$ cat src/rtl/vpe_map.svh
// offsets, field positions, reset values and timing counts of the voltage element
// assumes a plain register port with byte addresses and 32-bit read data
`ifndef VPE_MAP_SVH
`define VPE_MAP_SVH

`define VPE_OFF_CFG      8'h00
`define VPE_OFF_THR      8'h04
`define VPE_OFF_DROP     8'h08
`define VPE_OFF_TDLY     8'h0C
`define VPE_OFF_IMIN     8'h10
`define VPE_OFF_IREL     8'h14
`define VPE_OFF_VTSEC    8'h18
`define VPE_OFF_STAT     8'h1C

`define VPE_CFG_FUNC     0
`define VPE_CFG_OV       1
`define VPE_CFG_METH_LO  2
`define VPE_CFG_METH_HI  3
`define VPE_CFG_VTPP     4
`define VPE_CFG_MODEPP   5
`define VPE_CFG_VOTE_LO  6
`define VPE_CFG_VOTE_HI  7
`define VPE_CFG_IMINEN   8
`define VPE_CFG_HVRT     9
`define VPE_CFG_W        10

`define VPE_RST_CFG      10'h040
`define VPE_RST_THR      16'h0400
`define VPE_RST_DROP     16'h03E1
`define VPE_RST_TDLY     16'h0064
`define VPE_RST_IMIN     16'h0000
`define VPE_RST_IREL     16'h0064
`define VPE_RST_VTSEC    16'h0064

// 1/sqrt(3) in steps of 1/1024, and the 10 fraction bits of that scale
`define VPE_INV_SQRT3    16'h024F
`define VPE_FRAC_BITS    10

// delay counters advance once per millisecond
`define VPE_CLK_NS       4
`define VPE_TICK_NS      1000000
`define VPE_TICK_CYC     (`VPE_TICK_NS / `VPE_CLK_NS)

`endif

$ cat src/rtl/vpe_pkg.sv
// types of the voltage protection element
// assumes vpe_map.svh for all numeric constants
package vpe_pkg;

    typedef enum logic [1:0] {
        METH_FUND,
        METH_RMS,
        METH_AVG,
        METH_SPARE
    } vpe_method_t;

    typedef enum logic [1:0] {
        BLK_RUN,
        BLK_DEAD,
        BLK_WAIT
    } vpe_blk_t;

    typedef struct packed {
        logic [9:0]  cfg;
        logic [15:0] thr;
        logic [15:0] drop;
        logic [15:0] tdly;
        logic [15:0] imin;
        logic [15:0] irel;
        logic [15:0] vtsec;
        logic [23:0] tickCnt;
        logic        tick;
        logic [15:0] delCnt;
        logic [15:0] relCnt;
        vpe_blk_t    blk;
        logic [2:0]  phFlag;
        logic [2:0]  pickFlag;
        logic [2:0]  tripFlag;
        logic        elemPick;
        logic        elemTrip;
        logic [31:0] rdata;
    } vpe_state_t;

endpackage

$ cat src/rtl/vpe_element.sv
// voltage protection element: under/overvoltage decision with vote, hysteresis,
// trip delay, minimum-current release and ride-through variant
// assumes measurements synchronous to mclk; line voltages come precomputed
//
// Operation
// - fundamental or true RMS per method setting
// - method may choose sliding average instead
// - ground connection, ground mode: rating over root3
// - ground connection, line mode: rating itself
// - line connection forces line mode, rating
// - current release only in undervoltage, when enabled
// - check disabled: currents have no influence
// - all currents below threshold block element
// - current returns: stay blocked for release delay
// - pickup vote one, two or three phases
// - dropout ratio gives reset hysteresis
// - trip delay runs from threshold crossing
// - overvoltage resets at dropout ratio, e.g. 97%
// - undervoltage resets at dropout ratio, e.g. 103%
// - ground connection, ground mode: flags follow phase voltages
// - line connection: flags follow 12, 23, 31
// - ride-through exists only when planned overvoltage
// - ride-through runs only with function active
// - ride-through picks up on overvoltage only
`timescale 1ns/1ps
`include "vpe_map.svh"

module vpe_element #(
    parameter int unsigned TICK_CYCLES = `VPE_TICK_CYC
) (
    input  wire logic              mclk,
    input  wire logic              rst,
    input  wire logic [7:0]        regAddr,
    input  wire logic [31:0]       regWdata,
    input  wire logic              regWr,
    input  wire logic              regRd,
    output logic      [31:0]       regRdata,
    input  wire logic [2:0][15:0]  phaseFund,
    input  wire logic [2:0][15:0]  phaseRms,
    input  wire logic [2:0][15:0]  phaseAvg,
    input  wire logic [2:0][15:0]  lineFund,
    input  wire logic [2:0][15:0]  lineRms,
    input  wire logic [2:0][15:0]  lineAvg,
    input  wire logic [2:0][15:0]  phaseCurrent,
    output logic      [2:0]        phasePickupFlag,
    output logic      [2:0]        phaseTripFlag,
    output logic                   elementPickup,
    output logic                   elementTrip
);

    // whole state in one register; s_d is its next value
    vpe_pkg::vpe_state_t s_q;
    vpe_pkg::vpe_state_t s_d;

    // decoded settings
    logic                  funcOn;
    logic                  ovMode;
    logic                  hvrt;
    logic                  active;
    logic                  linePath;
    logic                  groundNom;
    logic [1:0]            vote;
    vpe_pkg::vpe_method_t  meth;
    logic [15:0]           vnRef;
    logic [31:0]           vnProd;
    logic [31:0]           pickProd;
    logic [31:0]           dropProd;
    logic [15:0]           pickLevel;
    logic [15:0]           dropLevel;
    logic [2:0][15:0]      meas;
    logic [2:0]            beyondPick;
    logic [2:0]            withinDrop;
    logic [2:0]            curLow;
    logic                  allLow;
    logic                  checkOn;
    logic [1:0]            votes;

    assign funcOn   = s_q.cfg[`VPE_CFG_FUNC];
    assign hvrt     = s_q.cfg[`VPE_CFG_HVRT];
    // ride-through variant is overvoltage only; otherwise inert
    assign active   = funcOn & (~hvrt | s_q.cfg[`VPE_CFG_OV]);
    assign ovMode   = s_q.cfg[`VPE_CFG_OV];
    assign vote     = s_q.cfg[`VPE_CFG_VOTE_HI:`VPE_CFG_VOTE_LO];
    // sliding average is not offered by the ride-through variant
    // code 3 is spare and falls back to the fundamental
    always_comb begin
        case (s_q.cfg[`VPE_CFG_METH_HI:`VPE_CFG_METH_LO])
            2'h1: begin
                meth = vpe_pkg::METH_RMS;
            end
            2'h2: begin
                meth = hvrt ? vpe_pkg::METH_FUND : vpe_pkg::METH_AVG;
            end
            default: begin
                meth = vpe_pkg::METH_FUND;
            end
        endcase
    end
    // with a line connection the phase ports already carry line voltages
    assign linePath  = ~s_q.cfg[`VPE_CFG_VTPP] & s_q.cfg[`VPE_CFG_MODEPP];
    assign groundNom = ~s_q.cfg[`VPE_CFG_VTPP] & ~s_q.cfg[`VPE_CFG_MODEPP];
    assign vnProd    = s_q.vtsec * `VPE_INV_SQRT3;
    always_comb begin
        if (groundNom) begin
            vnRef = vnProd[25:10];
        end else if (linePath) begin
            vnRef = s_q.vtsec;
        end else begin
            vnRef = s_q.vtsec;
        end
    end

    // thresholds are per-unit of the nominal reference, 10 fraction bits
    // saturate so an oversized setting cannot wrap to a low level
    assign pickProd  = s_q.thr * vnRef;
    always_comb begin
        if (pickProd[31:26] != 6'h00) begin
            pickLevel = 16'hFFFF;
        end else begin
            pickLevel = pickProd[25:10];
        end
    end
    assign dropProd  = pickLevel * s_q.drop;
    always_comb begin
        if (dropProd[31:26] != 6'h00) begin
            dropLevel = 16'hFFFF;
        end else begin
            dropLevel = dropProd[25:10];
        end
    end

    always_comb begin
        case (meth)
            vpe_pkg::METH_RMS: begin
                meas = linePath ? lineRms : phaseRms;
            end
            vpe_pkg::METH_AVG: begin
                meas = linePath ? lineAvg : phaseAvg;
            end
            default: begin
                meas = linePath ? lineFund : phaseFund;
            end
        endcase
    end

    // per-phase comparisons; flag n follows input channel n in either connection
    genvar ph;
    generate
        for (ph = 0; ph < 3; ph++) begin : g_phase
            assign beyondPick[ph] = ovMode ? (meas[ph] > pickLevel)
                                           : (meas[ph] < pickLevel);
            assign withinDrop[ph] = ovMode ? (meas[ph] < dropLevel)
                                           : (meas[ph] > dropLevel);
            assign curLow[ph]     = phaseCurrent[ph] < s_q.imin;
        end
    endgenerate

    assign allLow  = &curLow;
    // currents say nothing useful to an overvoltage decision
    assign checkOn = s_q.cfg[`VPE_CFG_IMINEN] & ~ovMode & ~hvrt;
    assign votes   = 2'(s_q.phFlag[0]) + 2'(s_q.phFlag[1]) + 2'(s_q.phFlag[2]);

    always_comb begin
        s_d = s_q;

        // millisecond enable
        // one shared divider keeps every delay on the same grid
        s_d.tick = 1'b0;
        if (s_q.tickCnt >= 24'(TICK_CYCLES - 1)) begin
            s_d.tickCnt = 24'h000000;
            s_d.tick    = 1'b1;
        end else begin
            s_d.tickCnt = s_q.tickCnt + 24'h000001;
        end

        // register writes
        if (regWr) begin
            case (regAddr)
                `VPE_OFF_CFG: begin
                    s_d.cfg = regWdata[`VPE_CFG_W-1:0];
                end
                `VPE_OFF_THR: begin
                    s_d.thr = regWdata[15:0];
                end
                `VPE_OFF_DROP: begin
                    s_d.drop = regWdata[15:0];
                end
                `VPE_OFF_TDLY: begin
                    s_d.tdly = regWdata[15:0];
                end
                `VPE_OFF_IMIN: begin
                    s_d.imin = regWdata[15:0];
                end
                `VPE_OFF_IREL: begin
                    s_d.irel = regWdata[15:0];
                end
                `VPE_OFF_VTSEC: begin
                    s_d.vtsec = regWdata[15:0];
                end
                default: begin
                end
            endcase
        end

        // register reads, answer stands the next cycle only
        s_d.rdata = 32'h00000000;
        if (regRd) begin
            case (regAddr)
                `VPE_OFF_CFG: begin
                    s_d.rdata = {22'h000000, s_q.cfg};
                end
                `VPE_OFF_THR: begin
                    s_d.rdata = {16'h0000, s_q.thr};
                end
                `VPE_OFF_DROP: begin
                    s_d.rdata = {16'h0000, s_q.drop};
                end
                `VPE_OFF_TDLY: begin
                    s_d.rdata = {16'h0000, s_q.tdly};
                end
                `VPE_OFF_IMIN: begin
                    s_d.rdata = {16'h0000, s_q.imin};
                end
                `VPE_OFF_IREL: begin
                    s_d.rdata = {16'h0000, s_q.irel};
                end
                `VPE_OFF_VTSEC: begin
                    s_d.rdata = {16'h0000, s_q.vtsec};
                end
                `VPE_OFF_STAT: begin
                    s_d.rdata = {21'h000000,
                                 s_q.blk,
                                 active,
                                 s_q.elemTrip,
                                 s_q.elemPick,
                                 s_q.tripFlag,
                                 s_q.pickFlag};
                end
                default: begin
                    s_d.rdata = 32'h00000000;
                end
            endcase
        end

        // minimum-current release
        if (!checkOn) begin
            s_d.blk    = vpe_pkg::BLK_RUN;
            s_d.relCnt = 16'h0000;
        end else begin
            case (s_q.blk)
                vpe_pkg::BLK_RUN: begin
                    if (allLow) begin
                        s_d.blk = vpe_pkg::BLK_DEAD;
                    end
                end
                vpe_pkg::BLK_DEAD: begin
                    s_d.relCnt = 16'h0000;
                    if (!allLow) begin
                        s_d.blk = vpe_pkg::BLK_WAIT;
                    end
                end
                vpe_pkg::BLK_WAIT: begin
                    if (allLow) begin
                        s_d.blk    = vpe_pkg::BLK_DEAD;
                        s_d.relCnt = 16'h0000;
                    end else if (s_q.relCnt >= s_q.irel) begin
                        s_d.blk    = vpe_pkg::BLK_RUN;
                        s_d.relCnt = 16'h0000;
                    end else if (s_q.tick) begin
                        s_d.relCnt = s_q.relCnt + 16'h0001;
                    end
                end
                default: begin
                    s_d.blk = vpe_pkg::BLK_DEAD;
                end
            endcase
        end

        // per-phase hysteresis, then vote and trip timing
        // a blocked element holds no flag, so release restarts the delay
        if (!active || s_q.blk != vpe_pkg::BLK_RUN) begin
            s_d.phFlag   = 3'h0;
            s_d.elemPick = 1'b0;
            s_d.elemTrip = 1'b0;
            s_d.delCnt   = 16'h0000;
        end else begin
            for (int i = 0; i < 3; i++) begin
                if (beyondPick[i]) begin
                    s_d.phFlag[i] = 1'b1;
                end else if (withinDrop[i]) begin
                    s_d.phFlag[i] = 1'b0;
                end
            end
            // a vote of zero is treated as one of three
            s_d.elemPick = (votes != 2'h0) && (votes >= vote);
            if (!s_d.elemPick) begin
                s_d.delCnt   = 16'h0000;
                s_d.elemTrip = 1'b0;
            end else if (s_q.delCnt >= s_q.tdly) begin
                s_d.elemTrip = 1'b1;
            end else if (s_q.tick) begin
                s_d.delCnt = s_q.delCnt + 16'h0001;
            end
        end

        s_d.pickFlag = s_d.elemPick ? s_d.phFlag : 3'h0;
        s_d.tripFlag = s_d.elemTrip ? s_d.phFlag : 3'h0;
    end

    always_ff @(posedge mclk or posedge rst) begin
        if (rst) begin
            s_q.cfg      <= `VPE_RST_CFG;
            s_q.thr      <= `VPE_RST_THR;
            s_q.drop     <= `VPE_RST_DROP;
            s_q.tdly     <= `VPE_RST_TDLY;
            s_q.imin     <= `VPE_RST_IMIN;
            s_q.irel     <= `VPE_RST_IREL;
            s_q.vtsec    <= `VPE_RST_VTSEC;
            s_q.tickCnt  <= 24'h000000;
            s_q.tick     <= 1'b0;
            s_q.delCnt   <= 16'h0000;
            s_q.relCnt   <= 16'h0000;
            s_q.blk      <= vpe_pkg::BLK_RUN;
            s_q.phFlag   <= 3'h0;
            s_q.pickFlag <= 3'h0;
            s_q.tripFlag <= 3'h0;
            s_q.elemPick <= 1'b0;
            s_q.elemTrip <= 1'b0;
            s_q.rdata    <= 32'h00000000;
        end else begin
            s_q <= s_d;
        end
    end

    // every output is a register bit
    assign regRdata        = s_q.rdata;
    assign phasePickupFlag = s_q.pickFlag;
    assign phaseTripFlag   = s_q.tripFlag;
    assign elementPickup   = s_q.elemPick;
    assign elementTrip     = s_q.elemTrip;

endmodule // vpe_element

$ cat config.mk
export PLATFORM = sky130hd
export DESIGN_NAME = vpe_element
export DESIGN_NICKNAME = d
export VERILOG_FILES = /design/src/rtl/vpe_pkg.sv /design/src/rtl/vpe_element.sv
export VERILOG_INCLUDE_DIRS = /design/src /design/src/rtl
export SDC_FILE = /design/constraint.sdc
export NUM_CORES = 2
export LEC_CHECK = 0
export ABC_CLOCK_PERIOD_IN_PS = 22900
export BUFFER_PORTS_ARGS = -buffer_cell sky130_fd_sc_hd__buf_2
export CAP_MARGIN = 20
export CORE_MARGIN = 2
export CORE_UTILIZATION = 40
export CTS_BUF_LIST = sky130_fd_sc_hd__clkbuf_4 sky130_fd_sc_hd__clkbuf_8
export CTS_CLUSTER_DIAMETER = 40
export DETAILED_ROUTE_END_ITERATION = 8
export SYNTH_ARGS = -nofsm -noshare
export SYNTH_HDL_FRONTEND = slang
export SYNTH_SLANG_ARGS = --single-unit
$ cat constraint.sdc
create_clock -name mclk -period 22.9 [get_ports mclk]
set_input_delay 5.725 -clock mclk [delete_from_list [all_inputs] [get_ports mclk]]
set_output_delay 5.725 -clock mclk [all_outputs]
set_load 0.02 [all_outputs]
==> results <==
- For this run, the number of Yosys warnings is 0.
- The wire length of the first global-routing pass is 171000 um.
- The simple-gate share of the synthesized area is 18.4%.
- For this run, the detailed router's first-pass iteration total came to 6.
- The initial cell density of the core is 40.3%.
- The number of flops mapped to enable cells by yosys is 0.
- Relative to the synthesized area, the layout overhead comes to 10.1%.
- Setup violations remaining at the end of the flow were counted as 0.
- By instance count, the leading cell after synthesis is nand2_1.
- The pin count of the biggest net entering global routing is 125.
- The later pin in the worst-skew pair is clocked with a latency of 0.49 ns.
- The portion of synthesized area spent on multiplexers is 3.58%.
- The detail route stage leaves a number of antenna-violating nets equal to 0.
- The core area is 88400 um^2.
- The ratio of cells with drive above 1 in the final layout is 14.9%.
- The worst path in the final design needs a cycle of 21.83 ns, including I/O delays and setup.
- The worst setup path is of the register to register kind.
- The worst stage delay on the critical path is 0.62 ns.
- Clock skew on the completed layout was measured at 0.0122 ns.
- Yosys attributes the largest share of cell area to fa_1 (24%), ha_1 (16%), dfrtp_1 (12%).
- The top cell type by area accounts for 24.4% of the synthesized area.
- Summed over all layers, the routed wires come to 109000 um.
- The global route total overflow is 0.
- After clock tree synthesis, the clock-pin slew on the worst setup and hold paths is 0.10 ns.
- The largest vdd supply drop is 0.0374 mV.
- By count the netlist is led by nand2_1 (803), inv_1 (647), ha_1 (461).
- During I/O placement, the number of pins put on the boundary was 420.
- The reported leakage power is 20.4 nW.
- The number of hold-repair buffers added at the cts stage is 0.
- The floorplan has 109 rows.
- Summing the areas of all compound-gate instances in the mapped netlist gives 11.9% of the synthesized area.
- The worst pin sits at a relative slew slack of 26.2%.
- The number of cells on the worst reg-to-reg path is 83.
- After detailed routing, the number of vias per cell comes to 5.31.
- The arrival time reported for the critical path endpoint is 22.19 ns.
- In this run, post-CTS repair resized a total of 0 instances.
- The mean instance size in the synthesized netlist is 8.46 um^2.
- The final count of hold timing violations is 0.
- The worst min-delay path category is register to register.
- The maximum operating frequency is 45.8 MHz.
- The overall routing resource usage is 23.9%.
- The slowest stage of the critical path is the dfstp_2 cell.
- Across the run, the number of max-cap violations was 0.
- Detailed routing placed a total of 5950 um of wire on met3.
- The clock root buffer master is clkbuf_8.
- The number of design-rule violations left by the first detailed-router iteration is 2033.
- The number of pins exceeding their max-slew limit in the final report is 0.
- On the final layout, the worst hold slack is 0.524 ns.
- The aggregate negative setup slack is 0 ns.
- The cell occurring most often along the worst timing path is fa_1.
- The number of buffers added for setup after CTS is 0.
- After detailed routing, the average wire length per cell comes to 19.2 um.
- The xor-xnor portion of the synthesized cell area is 2.31%.
- The synthesized netlist devotes 40.7% of its cell area to adder and majority cells.
- The net count reported at finish is 5767.
- The cell count after synthesis came out at 4212.
- The required time of the critical path is 23.25 ns.
- The H-tree was split into 4 levels.
- The total non-filler cell area in the finished layout is 39200 um^2.
- Cells fill 44.4% of the core in the end.
- The slew at the pin closest to its max-slew limit is 1.10 ns.
- TritonCTS built the clock tree.
- In this run the worst path has a maximum fanout of 16.
- The total routed wire length on the met1 layer is 48500 um.
- In the synthesized netlist the async set-or-reset flop fraction comes to 100%.
- The detailed-placement wirelength estimate is 89900 um.
- Among all flip-flop cells after synthesis, the most frequent one is dfrtp_1.
- The weighted congestion reported at the end of routability-driven placement is 0.967.
- The clock net in this run drives a total of 192 sinks.
- The endpoint type of the worst setup path is a register.
- After layout, the worst path uses 95.3% of the clock period.
- The final route contains 30100 vias.
- The initial antenna violation count was 10.
- The netlist uses 89 different library cells.
- Input and output buffers added on the ports amount to 387.
- Sequential cells were found to cover 13.5% of the synthesized design area.
- The chip width is 302 um.
- The number of buffers created by CTS is 17.
- The buffer levels on the longest clock path is 2.
- The met2 routed wirelength is 52700 um.
- The die outline area is 91500 um^2.
- The placed standard-cell area is 38700 um^2.
- The total power per unit cell area is 31.6 nW/um^2.
- The startpoint type of the worst setup path is a register.
- In this run the top signal layer used is met5.
- Summed over all instances, the cell type with the most area after synthesis is fa_1.
- The via count of the first global-routing pass was 30300.
- The run finished with clean final reports.
- The worst hold path passes through 2 cells.
- After synthesis, the largest family of logic cells by area is adder cells.
- The design draws 1.24 mW.
- The post-synthesis instance area is 35600 um^2.
- Synthesis inferred 192 register bits.
- In this run the vertical extent of the chip is 302 um.
- After detailed routing, the number of remaining DRC violations is 0.
## cell type report
| type | instances | area, um^2 |
|---|---|---|
| fill | 8973 | 49200 |
| multi-input combinational | 3176 | 27600 |
| sequential | 192 | 4830 |
| timing repair buffer | 457 | 2470 |
| inverter | 647 | 2440 |
| tap | 1165 | 1460 |
| clock buffer | 21 | 277 |
| clock inverter | 11 | 108 |
| antenna | 9 | 22.5 |
## cells in the final DEF (no fill, tap or decap), types with 22 or more instances in the layout
cell type / instances
a21oi_1: 131
fa_1: 435
buf_4: 69
ha_1: 459
xnor2_1: 52
and3_1: 23
nor2b_1: 36
nand2_1: 802
mux2_2: 108
nor2_1: 125
o21ai_0: 77
nor3_1: 22
buf_2: 387
xor2_1: 42
a22oi_1: 40
conb_1: 22
a21o_1: 99
nand2b_1: 22
dfrtp_1: 173
a221oi_1: 57
nand4_1: 44
a31oi_1: 65
and2_1: 204
nand3_1: 65
inv_1: 646
## power breakdown
part	internal, mW	total [mW]	switching [mW]
clock network	0.0954	0.221	0.126
logic	0.236	0.638	0.402
registers	0.349	0.379	0.0291
## critical path, delay by kind of cell (launching register included)
family | cells | cell delay (ns)
simple gates | 14 | 3.22
fa+ha+maj | 21 | 9.21
flops | 1 | 0.62
buf+inv | 14 | 1.39
xor+xnor | 2 | 0.37
compound gates | 32 | 6.88
## worst paths after layout
check | start | slack, ns | endpoint
worst max-delay path | s_q[107] | 1.07 | phaseTripFlag[1]
worst min-delay path | s_q[95] | 0.52 | s_q[95]
worst max register to register | s_q[107] | 1.07 | phaseTripFlag[1]
worst min register to register | s_q[95] | 0.52 | s_q[95]
max in group asynchronous | rst | 16.12 | s_q[197]
min in group asynchronous | rst | 5.37 | s_q[138]
## flip-flops by register name, indices dropped and copies added, names as in the netlist
register and cells:
s_q 165, regRdata 16, phasePickupFlag 3, phaseTripFlag 3, elementPickup 1, elementTrip 1, funcOn 1, hvrt 1
ovMode 1
## layer usage
layer	up-vias	track usage, %
li1	14300	-
met3	122	2.49
met4	4	4.82
met5	-	0
met2	838	41.0
met1	14900	32.8
## kinds of logic (layout without fill, tap and decap cells)
family / Yosys count / in the layout
muxes: 114 / 114
xor gates and xnor gates: 94 / 94
AOI/OAI and AO/OA: 619 / 619
buffers and inverters: 865 / 1136
adders and majority gates: 898 / 898
DFF: 192 / 192
and+or+nand+nor: 1429 / 1429
other: 1 / 31
## per-stage QoR
stage | std cells | setup WS [ns]
after global routing | 5676 | -0.0194
after CTS | 5668 | 0.292
after detailed placement | 5636 | 0.374
after global placement | 5636 | 0.580
after floorplan | 4233 | 2.50
final | 5678 | 1.07
Power figures use the tool's default switching activity.
